**src/design/pnp_pkg.sv**
```systemverilog
// Shared constants and types for the parallel programming port
package pnp_pkg;

    // ************************************************************
    // Timing
    // ************************************************************
    localparam int unsigned CLK_PERIOD_NS = 5;
    localparam int unsigned ENTRY_HOLD_NS = 100;
    localparam logic [4:0] ENTRY_HOLD_CYC =
        5'((ENTRY_HOLD_NS + CLK_PERIOD_NS - 1) / CLK_PERIOD_NS);
    localparam int unsigned FUSE_WRITE_NS = 5000;
    localparam logic [9:0] FUSE_WRITE_CYC =
        10'((FUSE_WRITE_NS + CLK_PERIOD_NS - 1) / CLK_PERIOD_NS);

    // ************************************************************
    // Pin codes
    // ************************************************************
    localparam logic [1:0] ACT_ADDR = 2'h0;
    localparam logic [1:0] ACT_DATA = 2'h1;
    localparam logic [1:0] ACT_CMD = 2'h2;
    localparam logic [1:0] ACT_IDLE = 2'h3;
    localparam logic [1:0] BSEL_LOW = 2'h0;
    localparam logic [1:0] BSEL_HIGH = 2'h1;
    localparam logic [1:0] BSEL_EXT = 2'h2;
    localparam logic [1:0] BSEL_RSVD = 2'h3;
    localparam logic [3:0] ENTRY_PATTERN = 4'h0;

    // ************************************************************
    // Command bytes
    // ************************************************************
    localparam logic [7:0] CMD_NOP = 8'h00;
    localparam logic [7:0] CMD_CHIP_ERASE = 8'h80;
    localparam logic [7:0] CMD_WRITE_FUSE = 8'h40;
    localparam logic [7:0] CMD_WRITE_LOCK = 8'h20;
    localparam logic [7:0] CMD_WRITE_FLASH = 8'h10;
    localparam logic [7:0] CMD_WRITE_EEPROM = 8'h11;
    localparam logic [7:0] CMD_READ_SIG = 8'h08;
    localparam logic [7:0] CMD_READ_FUSE = 8'h04;
    localparam logic [7:0] CMD_READ_FLASH = 8'h02;
    localparam logic [7:0] CMD_READ_EEPROM = 8'h03;

    // ************************************************************
    // Fuse and lock values
    // ************************************************************
    localparam logic [7:0] FUSE_LOW_RST = 8'h62;
    localparam logic [7:0] FUSE_HIGH_RST = 8'h99;
    localparam logic [7:0] FUSE_EXT_RST = 8'hff;
    localparam logic [7:0] LOCK_RST = 8'hff;
    localparam logic [7:0] LOCK_ERASED = 8'hff;
    localparam int unsigned KEEP_EEPROM_BIT = 3;

    // ************************************************************
    // Types
    // ************************************************************
    typedef enum logic [3:0] {
        MEM_NONE = 4'h0,
        MEM_ERASE_FLASH = 4'h1,
        MEM_ERASE_EEPROM = 4'h2,
        MEM_LATCH_FLASH = 4'h3,
        MEM_LATCH_EEPROM = 4'h4,
        MEM_PROG_FLASH = 4'h5,
        MEM_PROG_EEPROM = 4'h6,
        MEM_READ_FLASH = 4'h7,
        MEM_READ_EEPROM = 4'h8,
        MEM_READ_SIG = 4'h9
    } pnp_memop_e;

    typedef enum logic [4:0] {
        ST_IDLE = 5'h01,
        ST_ERASE_FLASH = 5'h02,
        ST_ERASE_EEPROM = 5'h04,
        ST_PROGRAM = 5'h08,
        ST_TIMED = 5'h10
    } pnp_state_e;

    typedef struct packed {
        logic pageLatchPulse;
        logic strobeActionSel1;
        logic strobeActionSel0;
        logic byteSelHi;
        logic byteSelLo;
        logic writeStrobeN;
        logic outputEnableN;
        logic loadClockPin;
    } pnp_pins_s;

    typedef struct packed {
        pnp_memop_e op;
        logic [23:0] addr;
        logic [15:0] data;
    } pnp_memreq_s;

    typedef struct packed {
        logic [7:0] ext;
        logic [7:0] high;
        logic [7:0] low;
    } pnp_fuse_s;

    localparam pnp_fuse_s FUSE_RST = '{ext: FUSE_EXT_RST, high: FUSE_HIGH_RST,
        low: FUSE_LOW_RST};

endpackage

```
**src/design/pnp_port.sv**
```systemverilog
// Parallel programming port, device side
// Functional notes
// - Load clock rising edge loads address, data or command per action select
// - Write or output-enable strobe acts per last loaded command
// - Decode write commands: erase, fuses, lock, flash, EEPROM
// - Decode read commands: signature, fuse and lock, flash, EEPROM
// - Ready/busy low while operation runs, high when ready
// - Drive data bus only while output enable is low
// - Write strobe is active low; its falling edge starts operation
// - Page latch rising edge moves loaded data into page buffer
// - Byte select chooses address, flash data and fuse byte
// - Byte select chooses returned fuse or lock byte when reading
// - Entry pin activity within 100 ns of high voltage refuses mode
// - Command and address stay loaded across operations
// - Chip erase clears flash, EEPROM, lock bits; fuses unchanged
// - Lock bits cleared only after program memory erase completes
// - Keep-EEPROM fuse programmed leaves EEPROM through chip erase
// - Erase command then write strobe gives busy until erase done
// - Flash data latched in page buffer, whole page written
// - Fuses read back programmed as 0, unprogrammed as 1
// - Fuses captured at mode entry; keep-EEPROM fuse acts at once
`timescale 1ns/1ps
`default_nettype none
module pnp_port
    import pnp_pkg::*;
(
    input wire logic clock,
    input wire logic reset_n,
    input wire logic hvPresent,
    input wire pnp_pins_s pins,
    input wire logic [7:0] dataIn,
    input wire logic [15:0] memRdata,
    input wire logic memDone,
    output logic [7:0] dataOut,
    output logic dataOe,
    output logic readyBusyN,
    output logic progMode,
    output pnp_memreq_s memReq,
    output logic memStart,
    output pnp_fuse_s fuseActive
);
    // ************************************************************
    // Strobe edges and mode entry
    // ************************************************************
    logic [2:0] rise;
    logic modeActive;
    logic loadRise;
    logic latchRise;
    logic writeFall;

    pnp_edge #(.W(3)) u_edge (
        .clock(clock),
        .reset_n(reset_n),
        .level({pins.loadClockPin, pins.pageLatchPulse, ~pins.writeStrobeN}),
        .rise(rise)
    );

    pnp_entry u_entry (
        .clock(clock),
        .reset_n(reset_n),
        .hvPresent(hvPresent),
        .pattern({pins.pageLatchPulse, pins.strobeActionSel1, pins.strobeActionSel0,
            pins.byteSelLo}),
        .active(modeActive)
    );

    assign loadRise = rise[2];
    assign latchRise = rise[1];
    assign writeFall = rise[0];

    // ************************************************************
    // State
    // ************************************************************
    pnp_state_e state_reg;
    pnp_state_e state_next;
    logic [7:0] cmd_reg;
    logic [7:0] addrLo_reg;
    logic [7:0] addrHi_reg;
    logic [7:0] addrExt_reg;
    logic [7:0] dataLo_reg;
    logic [7:0] dataHi_reg;
    pnp_fuse_s fuse_reg;
    pnp_fuse_s fuse_next;
    logic [7:0] lock_reg;
    logic [7:0] lock_next;
    logic [9:0] timer_reg;
    logic [9:0] timer_next;
    pnp_memreq_s memReq_reg;
    pnp_memreq_s memReq_next;
    logic memStart_reg;
    logic memStart_next;
    pnp_fuse_s fuseActive_reg;
    logic [7:0] dataOut_reg;
    logic dataOe_reg;
    logic readyBusyN_reg;

    // ************************************************************
    // Decoding
    // ************************************************************
    logic [1:0] action;
    logic [1:0] bsel;
    logic idle;
    logic loadAddr;
    logic loadData;
    logic loadCmd;
    logic writeGo;
    logic latchGo;
    logic keepEeprom;
    logic isEraseCmd;
    logic isPageCmd;
    logic isFuseCmd;
    logic isLockCmd;
    logic [7:0] fuseReadByte;
    logic [7:0] memReadByte;
    logic [7:0] readByte;
    pnp_memop_e readOp;
    logic [23:0] fullAddr;

    assign action = {pins.strobeActionSel1, pins.strobeActionSel0};
    assign bsel = {pins.byteSelHi, pins.byteSelLo};
    assign idle = (state_reg == ST_IDLE);
    assign loadAddr = modeActive && idle && loadRise && (action == ACT_ADDR);
    assign loadData = modeActive && idle && loadRise && (action == ACT_DATA);
    assign loadCmd = modeActive && idle && loadRise && (action == ACT_CMD);
    assign writeGo = modeActive && idle && writeFall;
    assign isEraseCmd = (cmd_reg == CMD_CHIP_ERASE);
    assign isFuseCmd = (cmd_reg == CMD_WRITE_FUSE);
    assign isLockCmd = (cmd_reg == CMD_WRITE_LOCK);
    assign isPageCmd = (cmd_reg == CMD_WRITE_FLASH) || (cmd_reg == CMD_WRITE_EEPROM);
    assign latchGo = modeActive && idle && latchRise && isPageCmd;
    assign keepEeprom = !fuse_reg.high[KEEP_EEPROM_BIT];
    assign fullAddr = {addrExt_reg, addrHi_reg, addrLo_reg};

    // Read source per loaded read command
    assign readOp = (cmd_reg == CMD_READ_FLASH) ? MEM_READ_FLASH :
        (cmd_reg == CMD_READ_EEPROM) ? MEM_READ_EEPROM :
        (cmd_reg == CMD_READ_SIG) ? MEM_READ_SIG : MEM_NONE;

    // Stored fuse bits: 0 programmed, 1 unprogrammed
    assign fuseReadByte = (bsel == BSEL_LOW) ? fuse_reg.low :
        (bsel == BSEL_HIGH) ? lock_reg :
        (bsel == BSEL_EXT) ? fuse_reg.ext : fuse_reg.high;

    assign memReadByte = (readOp == MEM_READ_EEPROM || !pins.byteSelLo) ?
        memRdata[7:0] : memRdata[15:8];

    assign readByte = (cmd_reg == CMD_READ_FUSE) ? fuseReadByte :
        (readOp != MEM_NONE) ? memReadByte : 8'h00;

    // ************************************************************
    // Operation sequencer
    // ************************************************************
    always_comb begin
        state_next = state_reg;
        fuse_next = fuse_reg;
        lock_next = lock_reg;
        timer_next = timer_reg;
        memStart_next = 1'b0;
        memReq_next = memReq_reg;
        if (idle) begin
            memReq_next = '{op: readOp, addr: fullAddr, data: {dataHi_reg, dataLo_reg}};
        end
        case (state_reg)
            ST_IDLE: begin
                if (latchGo) begin
                    memStart_next = 1'b1;
                    memReq_next.op = (cmd_reg == CMD_WRITE_FLASH) ?
                        MEM_LATCH_FLASH : MEM_LATCH_EEPROM;
                end else if (writeGo && isEraseCmd) begin
                    memStart_next = 1'b1;
                    memReq_next.op = MEM_ERASE_FLASH;
                    state_next = ST_ERASE_FLASH;
                end else if (writeGo && isPageCmd) begin
                    memStart_next = 1'b1;
                    memReq_next.op = (cmd_reg == CMD_WRITE_FLASH) ?
                        MEM_PROG_FLASH : MEM_PROG_EEPROM;
                    state_next = ST_PROGRAM;
                end else if (writeGo && isFuseCmd && bsel != BSEL_RSVD) begin
                    if (bsel == BSEL_LOW) begin
                        fuse_next.low = dataLo_reg;
                    end else if (bsel == BSEL_HIGH) begin
                        fuse_next.high = dataLo_reg;
                    end else begin
                        fuse_next.ext = dataLo_reg;
                    end
                    timer_next = FUSE_WRITE_CYC;
                    state_next = ST_TIMED;
                end else if (writeGo && isLockCmd) begin
                    lock_next = lock_reg & dataLo_reg;
                    timer_next = FUSE_WRITE_CYC;
                    state_next = ST_TIMED;
                end
            end
            ST_ERASE_FLASH: begin
                if (memDone) begin
                    lock_next = LOCK_ERASED;
                    if (keepEeprom) begin
                        state_next = ST_IDLE;
                    end else begin
                        memStart_next = 1'b1;
                        memReq_next.op = MEM_ERASE_EEPROM;
                        state_next = ST_ERASE_EEPROM;
                    end
                end
            end
            ST_ERASE_EEPROM, ST_PROGRAM: begin
                if (memDone) begin
                    state_next = ST_IDLE;
                end
            end
            ST_TIMED: begin
                timer_next = timer_reg - 10'h001;
                if (timer_reg == 10'h001) begin
                    state_next = ST_IDLE;
                end
            end
            default: begin
                state_next = ST_IDLE;
            end
        endcase
    end

    // ************************************************************
    // Registers
    // ************************************************************
    always_ff @(posedge clock or negedge reset_n) begin
        if (!reset_n) begin
            state_reg <= ST_IDLE;
            fuse_reg <= FUSE_RST;
            lock_reg <= LOCK_RST;
            timer_reg <= 10'h000;
            memReq_reg <= '{op: MEM_NONE, addr: 24'h000000, data: 16'h0000};
            memStart_reg <= 1'b0;
            readyBusyN_reg <= 1'b1;
        end else begin
            state_reg <= state_next;
            fuse_reg <= fuse_next;
            lock_reg <= lock_next;
            timer_reg <= timer_next;
            memReq_reg <= memReq_next;
            memStart_reg <= memStart_next;
            readyBusyN_reg <= (state_next == ST_IDLE);
        end
    end

    // Loaded command, address and data survive operations
    always_ff @(posedge clock or negedge reset_n) begin
        if (!reset_n) begin
            cmd_reg <= CMD_NOP;
            addrLo_reg <= 8'h00;
            addrHi_reg <= 8'h00;
            addrExt_reg <= 8'h00;
            dataLo_reg <= 8'h00;
            dataHi_reg <= 8'h00;
        end else begin
            if (loadCmd) begin
                cmd_reg <= dataIn;
            end
            if (loadAddr && bsel == BSEL_LOW) begin
                addrLo_reg <= dataIn;
            end
            if (loadAddr && bsel == BSEL_HIGH) begin
                addrHi_reg <= dataIn;
            end
            if (loadAddr && bsel == BSEL_EXT) begin
                addrExt_reg <= dataIn;
            end
            if (loadData && !pins.byteSelLo) begin
                dataLo_reg <= dataIn;
            end
            if (loadData && pins.byteSelLo) begin
                dataHi_reg <= dataIn;
            end
        end
    end

    // Data bus and fuse image
    always_ff @(posedge clock or negedge reset_n) begin
        if (!reset_n) begin
            dataOut_reg <= 8'h00;
            dataOe_reg <= 1'b0;
            fuseActive_reg <= FUSE_RST;
        end else begin
            dataOut_reg <= readByte;
            dataOe_reg <= modeActive && !pins.outputEnableN;
            if (!modeActive) begin
                fuseActive_reg <= fuse_reg;
            end
        end
    end

    assign dataOut = dataOut_reg;
    assign dataOe = dataOe_reg;
    assign readyBusyN = readyBusyN_reg;
    assign progMode = modeActive;
    assign memReq = memReq_reg;
    assign memStart = memStart_reg;
    assign fuseActive = fuseActive_reg;

    // ************************************************************
    // Checks
    // ************************************************************
    chk_cmd_load_value: assert property (@(posedge clock) disable iff (!reset_n)
        loadCmd |=> cmd_reg == $past(dataIn))
        else $error("Command byte not loaded");

    chk_cmd_retained: assert property (@(posedge clock) disable iff (!reset_n)
        $changed(cmd_reg) |-> $past(loadCmd))
        else $error("Command changed without a load");

    chk_erase_busy: assert property (@(posedge clock) disable iff (!reset_n)
        (writeGo && isEraseCmd) |=> !readyBusyN && memStart && memReq.op == MEM_ERASE_FLASH)
        else $error("Chip erase did not start busy");

    chk_busy_tracks_state: assert property (@(posedge clock) disable iff (!reset_n)
        readyBusyN == (state_reg == ST_IDLE))
        else $error("Ready flag disagrees with sequencer");

    chk_bus_drive_oe: assert property (@(posedge clock) disable iff (!reset_n)
        dataOe == $past(modeActive && !pins.outputEnableN))
        else $error("Data bus drive not following output enable");

    chk_lock_after_flash: assert property (@(posedge clock) disable iff (!reset_n)
        ($changed(lock_reg) && lock_reg == LOCK_ERASED && $past(lock_reg) != LOCK_ERASED)
        |-> $past(state_reg == ST_ERASE_FLASH && memDone))
        else $error("Lock bits cleared before flash erase end");

    chk_erase_fuses_kept: assert property (@(posedge clock) disable iff (!reset_n)
        (state_reg == ST_ERASE_FLASH || state_reg == ST_ERASE_EEPROM) |=> $stable(fuse_reg))
        else $error("Fuses altered by chip erase");

    chk_keep_eeprom: assert property (@(posedge clock) disable iff (!reset_n)
        (state_reg == ST_ERASE_FLASH && memDone && keepEeprom)
        |=> state_reg == ST_IDLE && !memStart ##1 state_reg == ST_IDLE)
        else $error("EEPROM erased despite keep fuse");

    chk_fuse_frozen: assert property (@(posedge clock) disable iff (!reset_n)
        (modeActive && $past(modeActive)) |=> $stable(fuseActive))
        else $error("Active fuses changed in programming mode");

    chk_page_latch: assert property (@(posedge clock) disable iff (!reset_n)
        latchGo |=> memStart && (memReq.op == MEM_LATCH_FLASH
        || memReq.op == MEM_LATCH_EEPROM) && readyBusyN)
        else $error("Page latch not forwarded");

    chk_fuse_read: assert property (@(posedge clock) disable iff (!reset_n)
        (cmd_reg == CMD_READ_FUSE && bsel == BSEL_HIGH) |=> dataOut == $past(lock_reg))
        else $error("Lock byte not returned");
endmodule
`default_nettype wire

```
**src/design/pnp_edge.sv**
```systemverilog
// Rising edge detector for synchronous pin strobes
`timescale 1ns/1ps
`default_nettype none
module pnp_edge #(
    parameter int W = 3
) (
    input wire logic clock,
    input wire logic reset_n,
    input wire logic [W-1:0] level,
    output logic [W-1:0] rise
);
    logic [W-1:0] prev_reg;

    assign rise = level & ~prev_reg;

    always_ff @(posedge clock or negedge reset_n) begin
        if (!reset_n) begin
            prev_reg <= '0;
        end else begin
            prev_reg <= level;
        end
    end
endmodule
`default_nettype wire

```
**src/design/pnp_entry.sv**
```systemverilog
// Programming mode entry qualifier
`timescale 1ns/1ps
`default_nettype none
module pnp_entry
    import pnp_pkg::*;
(
    input wire logic clock,
    input wire logic reset_n,
    input wire logic hvPresent,
    input wire logic [3:0] pattern,
    output logic active
);
    logic [4:0] holdCnt_reg;
    logic failed_reg;
    logic active_reg;
    logic patternOk;

    assign patternOk = (pattern == ENTRY_PATTERN);
    assign active = active_reg;

    always_ff @(posedge clock or negedge reset_n) begin
        if (!reset_n) begin
            holdCnt_reg <= 5'h00;
            failed_reg <= 1'b0;
            active_reg <= 1'b0;
        end else if (!hvPresent) begin
            holdCnt_reg <= 5'h00;
            failed_reg <= 1'b0;
            active_reg <= 1'b0;
        end else if (!active_reg && !failed_reg) begin
            if (!patternOk) begin
                failed_reg <= 1'b1;
            end else if (holdCnt_reg == ENTRY_HOLD_CYC - 5'h01) begin
                active_reg <= 1'b1;
            end else begin
                holdCnt_reg <= holdCnt_reg + 5'h01;
            end
        end
    end

    chk_entry_refused: assert property (@(posedge clock) disable iff (!reset_n)
        (hvPresent && !active_reg && !patternOk) |=> !active_reg [*3])
        else $error("Entry accepted despite pattern activity");
endmodule
`default_nettype wire

```
**config.mk**
```make
export PLATFORM = sky130hd
export DESIGN_NAME = pnp_port
export DESIGN_NICKNAME = d
export VERILOG_FILES = /design/src/design/pnp_pkg.sv /design/src/design/pnp_port.sv /design/src/design/pnp_edge.sv /design/src/design/pnp_entry.sv
export SDC_FILE = /design/constraint.sdc
export NUM_CORES = 1
export LEC_CHECK = 0
export BUFFER_PORTS_ARGS = -buffer_cell sky130_fd_sc_hd__buf_2
export CAP_MARGIN = 20
export CORE_ASPECT_RATIO = 0.7
export CORE_UTILIZATION = 32
export CTS_BUF_LIST = sky130_fd_sc_hd__clkbuf_8
export DETAILED_ROUTE_END_ITERATION = 8
export PLACE_DENSITY = 0.53
export SETUP_SLACK_MARGIN = 0.2
export SYNTH_ARGS = -nofsm -noshare
export SYNTH_HDL_FRONTEND = slang
export SYNTH_SLANG_ARGS = --single-unit
```
**constraint.sdc**
```tcl
create_clock -name clock -period 2.32 [get_ports clock]
set_input_delay 0 -clock clock [delete_from_list [all_inputs] [get_ports clock]]
set_output_delay 0 -clock clock [all_outputs]
set_load 0.05 [all_outputs]
```
---- Word level (Yosys, flattened, before mapping) ----
Cells that the tools add are included.
word-level totals
  register bits ........................... 184
  bits in latches ......................... 0
  bits in writable memories ............... 0
  bits in read-only memories .............. 0
  input port bits ......................... 36
  output and inout port bits .............. 80
  memories ................................ 0
cells by class
  $add $sub $neg .......................... 2
  multiply operators ...................... 0
  divide/modulo/power cells ............... 0
  magnitude comparators ................... 0
  eq/ne operators ......................... 35
  shift operators ......................... 0
  mux-type cells .......................... 58
  bitwise gates (word level) .............. 9
  reduce and logical (&&, ||, !) cells .... 41
operators with widths
  operator                 count
  $mux W8                  12
  $mux W5                  12
  $mux W10                 5
  $mux W44                 1
  $mux W4                  8
  $reduce_and A7 Y1        3
  $logic_and A1 B1 Y1      20
  $pmux W10 S2             1
  $pmux W5 S4              1
  $eq A8 B2 Y1 const B     2
  $eq A8 B5 Y1 const B     2
  $ne A2 B2 Y1 const B     8
  $pmux W8 S2              1
  $mux W1                  12
  $eq A10 B1 Y1 const B    1
  $eq A5 B1 Y1 const B     2
  $eq A5 B5 Y1 const B     2
  $sub A10 B1 Y10 const B  1
  $and A8 B8 Y8            1
  $eq A8 B3 Y1 const B     1
  $eq A8 B4 Y1 const B     1
  $eq A8 B6 Y1 const B     1
  $eq A8 B7 Y1 const B     1
  $eq A8 B8 Y1 const B     1
  other kinds (27)         45

---- Longest topological paths before layout ----
  depth in word-level cells ............... 11
  depth in mapped cells ................... 8
  depth with buffers taken out ............ 6

---- Modules after synthesis ----
Synthesis repeated with hierarchy kept, for this count alone.
second synthesis, totals
  cells, all modules ...................... 649
  area total of the unflattened synthesis .. 7917.6 sq um
modules (own cells, without submodules)
  module     times used  cells an instance  area an instance (sq um)  seq. area each (sq um)
  pnp_port   1           606                7397.1                    4404.2
  pnp_entry  1           37                 404.1                     175.2
  pnp_edge   1           6                  116.4                     75.1

---- Worst setup path after synthesis ----
Ideal clock, no wire load.
  path type ............................... register to register
  start point ............................. reg u_entry.active_reg, in the netlist u_entry.active
  end point ............................... reg fuse_reg[0] in the netlist's numbering
  arrival ................................. 1.965 ns
  slack ................................... 0.230 ns
  stages on the path, launching flop included .. 7
  clock period less this slack ............ 2.090 ns
  cell sequence ........................... dfrtp_1 nor4b_1 and2_1 and2_1 and4b_1 buf_4 mux2_2
on the way
  word-level cells in the longest chain between the ends .. 5
  elaborated cells on any way between the ends .. 12
  classes of those cells .................. bitwise: 3; reduce/logical: 9
RTL lines
  what                                               line                              RTL
  start: declaration                                 pnp_entry.sv:15                   logic active_reg;
  start signal: assignment                           pnp_entry.sv:25                   active_reg <= 1'b0;
  start signal: assignment                           pnp_entry.sv:29                   active_reg <= 1'b0;
  start signal: assignment                           pnp_entry.sv:34                   active_reg <= 1'b1;
  $logic_and A1 B1 Y1 (*)                            pnp_port.sv:125, pnp_port.sv:130
  $logic_and A1 B1 Y1, on equally long branches      pnp_port.sv:125, pnp_port.sv:130
  $logic_and A1 B1 Y1, on equally long branches      -
  $logic_and A1 B1 Y1 or $not A1 Y1 (tied branches)  -
  $reduce_and A6 Y1 (no line) (*)                    -
  end signal: assignment                             pnp_port.sv:237                   fuse_reg <= fuse_next;
  end: declaration                                   pnp_port.sv:82                    pnp_fuse_s fuse_reg;
Every way passes the cells marked *; elsewhere a longest branch is shown, timed or not.
A chain may end at the register's enable or synchronous reset.

---- Worst setup path after layout ----
  start point ............................. reg state_reg[4]
  end point ............................... reg dataLo_reg[1]
on the way
  word-level cells in the longest chain between the ends .. 5
RTL lines
  what                              line             RTL
  start: declaration                pnp_port.sv:74   pnp_state_e state_reg;
  start signal: assignment          pnp_port.sv:236  state_reg <= state_next;
  $eq A5 B1 Y1                      pnp_port.sv:121  assign idle = (state_reg == ST_IDLE);
  $logic_and A1 B1 Y1 (3 in a row)  pnp_port.sv:123  assign loadData = modeActive && idle && loadRise && (action == ACT_DATA);
  $logic_and A1 B1 Y1               pnp_port.sv:268  if (loadData && !pins.byteSelLo) begin
  end signal: assignment            pnp_port.sv:269  dataLo_reg <= dataIn;
  end: declaration                  pnp_port.sv:80   logic [7:0] dataLo_reg;
Every way passes these cells.

==> summary.md <==
| Metric | Value |
|---|---|
| Status | `finished clean` |
| Initial core utilization | `around a third` |
| CTS tree | `done` |
| Worst hold path type | `input port to async pin` |
| CP Max Fanout | `9` |
| Most frequent cells in the layout | `143 x dfrtp_1, 142 x nand2_1, 114 x buf_2` |
| Cells after Synth | `around 640` |
| Slowest stage cell, crit path | `dfrtp_1` |
| Max Cap Viol | `0` |
| Worst Tran Pin Value | `~0.68 ns` |
| Reg2reg path depth | `6` |
| Yosys reg bits | `approximately 180` |
| RePlAce Congestion | `roughly 0.82` |
| Final Max Tran Viols | `0` |
| DIE HEIGHT | `133 um` |
| Drt drc | `0` |
| Seq/Total Area, Yosys | `58.9%` |
| Antenna violations before repair | `2` |
| Max VDD drop | `around 340 uV` |
| HPWL Detailed | `between 10000 and 15000 um` |
| Post-Route WL | `around 20000 um` |
| Avg Cell Area, Syn | `between 10 and 15 sq um` |
| FMAX | `490 MHz` |
| Clock latency on the worst-skew pair | `roughly 0.47 ns` |
| Initial drt markers | `between 200 and 300` |
| RSZ-0062 raised after global routing | `yes` |
| Yosys warns | `0` |
| Distinct cells, synth | `64` |
| Layout fillers | `between 2000 and 2500` |
| Largest net degree at the start of global routing | `55` |
| Number of port buffers | `approximately 120` |
| CTS clock-pin slew for the worst setup and hold paths | `0.10 ns` |
| Gr ovfl total | `0` |
| Antenna-violating nets left | `0` |
| Number of synthesized flops with an enable pin | `0` |
| Core Util, Final | `about two fifths` |
| Per-cell routed wire length | `approximately 17 um` |
| Vias per inst | `about 4.7` |
| Vias in the first global route | `around 5200` |
| CP Capture Type | `register` |
| IO Count | `between 100 and 150` |
| Top FF cell, synth | `dfrtp_1` |
| Cell Area, Synth | `between 0.007 and 0.008 sq mm` |
| Final period util | `between 80 and 90%` |
| Non-filler instance count after layout | `1134` |
| Rows | `47` |
| Critical Path Source Type | `register` |
| Worst-path cell chain | `nor3_4 -> buf_4 -> nand4_4 -> nor4b_4 -> buf_4 -> mux2_2` |
| Pwr per Cell Area | `roughly 620 mW/mm^2` |
| Global-route wire length before repair | `30500 um` |
| Die Wd | `about 190 um` |
| Reg-to-reg slack, setup | `roughly 0.28 ns` |
| Root Buffer | `clkbuf_8` |
| Setup WS pre-CTS | `about 0.23 ns` |
| Reg2reg end | `dataLo_reg[1]` |
| Mapped Nets | `~700` |
| Worst Path Arrival | `2.39 ns` |
| Tot Pwr | `roughly 6 mW` |
| Crit-path most repeated cell | `buf_4` |
| WS Path Type | `register to register` |
| Area contributors post-synth | `dfrtp_1 46%, mux2_2 14%, dfstp_2 13%` |
| Largest register FFs | `44` |
| # nets final | `~840` |
| Core ar. | `roughly 0.024 sq mm` |
| Final setup TNS | `0 ns` |
| CTS Buffer Depth | `2` |
| Layout cells sized above 1 | `around 40%` |
| Fin. Hold Viols | `0` |
| Cell leakage power | `4.84 nW` |
| Area Growth Syn to Fin | `23.3%` |
| CP bufs+invs | `2` |
| PnR worst setup slack | `0.279 ns` |
| Via count | `5384` |
| Worst EP required | `2.67 ns` |
| Drt first pass iters | `5` |
| CP max stage delay | `0.50 ns` |
| GRT Total Usage | `around 16%` |
| Reg2reg start | `state_reg[4]` |
| Placed Cells | `~1100` |
| CTS Buf Count | `17` |
| Finish-stage setup viols | `0` |
| Slew headroom | `54.1%` |
| H-tree depth | `4` |
| Leading area contributor after synthesis | `dfrtp_1` |
| Leading cell type in the layout, fill and taps excluded | `dfrtp_1` |
| Die ar. | `0.0253 sq mm` |
| CP top delay family | `simple AND/OR/NAND/NOR gates` |
| Diode count | `0` |
| Worst clock skew | `0.0153 ns` |
| Minimum clock period | `between 2 and 2.5 ns` |
| CTS Sinks | `about 180` |
| Yosys top cell area share | `a little under half` |
| Ys async rst share | `100%` |
synthesized netlist by cell type (3+ instances only):
cell / n
buf_1: 4
mux2i_1: 9
a22o_1: 3
nand2_1: 142
xor2_1: 3
nand4b_1: 3
nor4_1: 5
o22ai_1: 10
nor2b_1: 6
nor4b_1: 3
clkbuf_1: 17
ha_1: 3
a21o_1: 3
mux2_2: 96
a21oi_1: 6
inv_1: 13
nor3b_1: 3
buf_2: 6
nand3_1: 4
and2_1: 9
dfrtp_1: 144
nor2_1: 25
nor3_1: 6
xnor2_1: 10
nand4_1: 6
o22a_1: 8
mux4_2: 8
or3_1: 5
dfstp_2: 40
stage by stage:
step	area [sq um]	hold WS, ns
after floorplan	7900	-0.296
after global placement	8930	-0.00947
after detailed placement	8930	-0.00401
after CTS	9670	0.0152
after global routing	9740	0.0487
final	9740	0.0492
cell type report:
cell class	instances	area, sq um	share of cell area [%]
sequential	184	4660	47.8
multi-input combinational	415	3080	31.6
timing repair buffer	172	1130	11.6
tap	318	398	4.08
clock buffer	19	262	2.68
clock inverter	13	170	1.75
inverter	13	48.8	0.501
how the worst max path moves through the flow:
stage | from | cells after the start | endpoint
5_1_grt | state_reg[0] | 5 | state_reg[4]
4_1_cts | state_reg[0] | 6 | fuse_reg[7]
2_1_floorplan | u_entry.active | 6 | fuse_reg[0]
3_3_place_gp | state_reg[4] | 5 | cmd_reg[1]
6_report | state_reg[4] | 6 | dataLo_reg[1]
3_5_place_dp | state_reg[4] | 5 | cmd_reg[6]
what timing repair did:
| action | 4_1_cts | 5_1_grt |
|---|---|---|
| gates resized for setup | 0 | 4 |
| endpoints found under the setup margin | 0 | 50 |
| hold endpoints to repair | 206 | 0 |
| buffers inserted | 0 | 4 |
| hold buffers | 31 | 0 |
where the power goes:
group	leakage, nW	switching (mW)	internal (mW)
registers	2.36	0.0193	3.23
logic	2.25	0.264	0.138
clock network	0.226	1.22	1.14
metal layers:
layer / vias up / global-route usage [%] / share of wire [%]
li1: 2560 / - / -
met1: 2659 / 25.5 / 53
met2: 141 / 20.6 / 40
met3: 20 / 4.24 / 5.5
met4: 4 / 4.53 / 1.2
met5: - / 0 / 0.11
kinds of logic after synthesis:
family / count (synthesis) / share of synthesized area (%)
compound gates: 46 / 4.28
xor+xnor: 13 / 1.44
fa+ha+maj: 3 / 0.475
buf+inv: 44 / 2.39
flops: 184 / 58.9
mux: 113 / 17.1
simple gates: 240 / 15.4
Power figures use the tool's default switching activity.
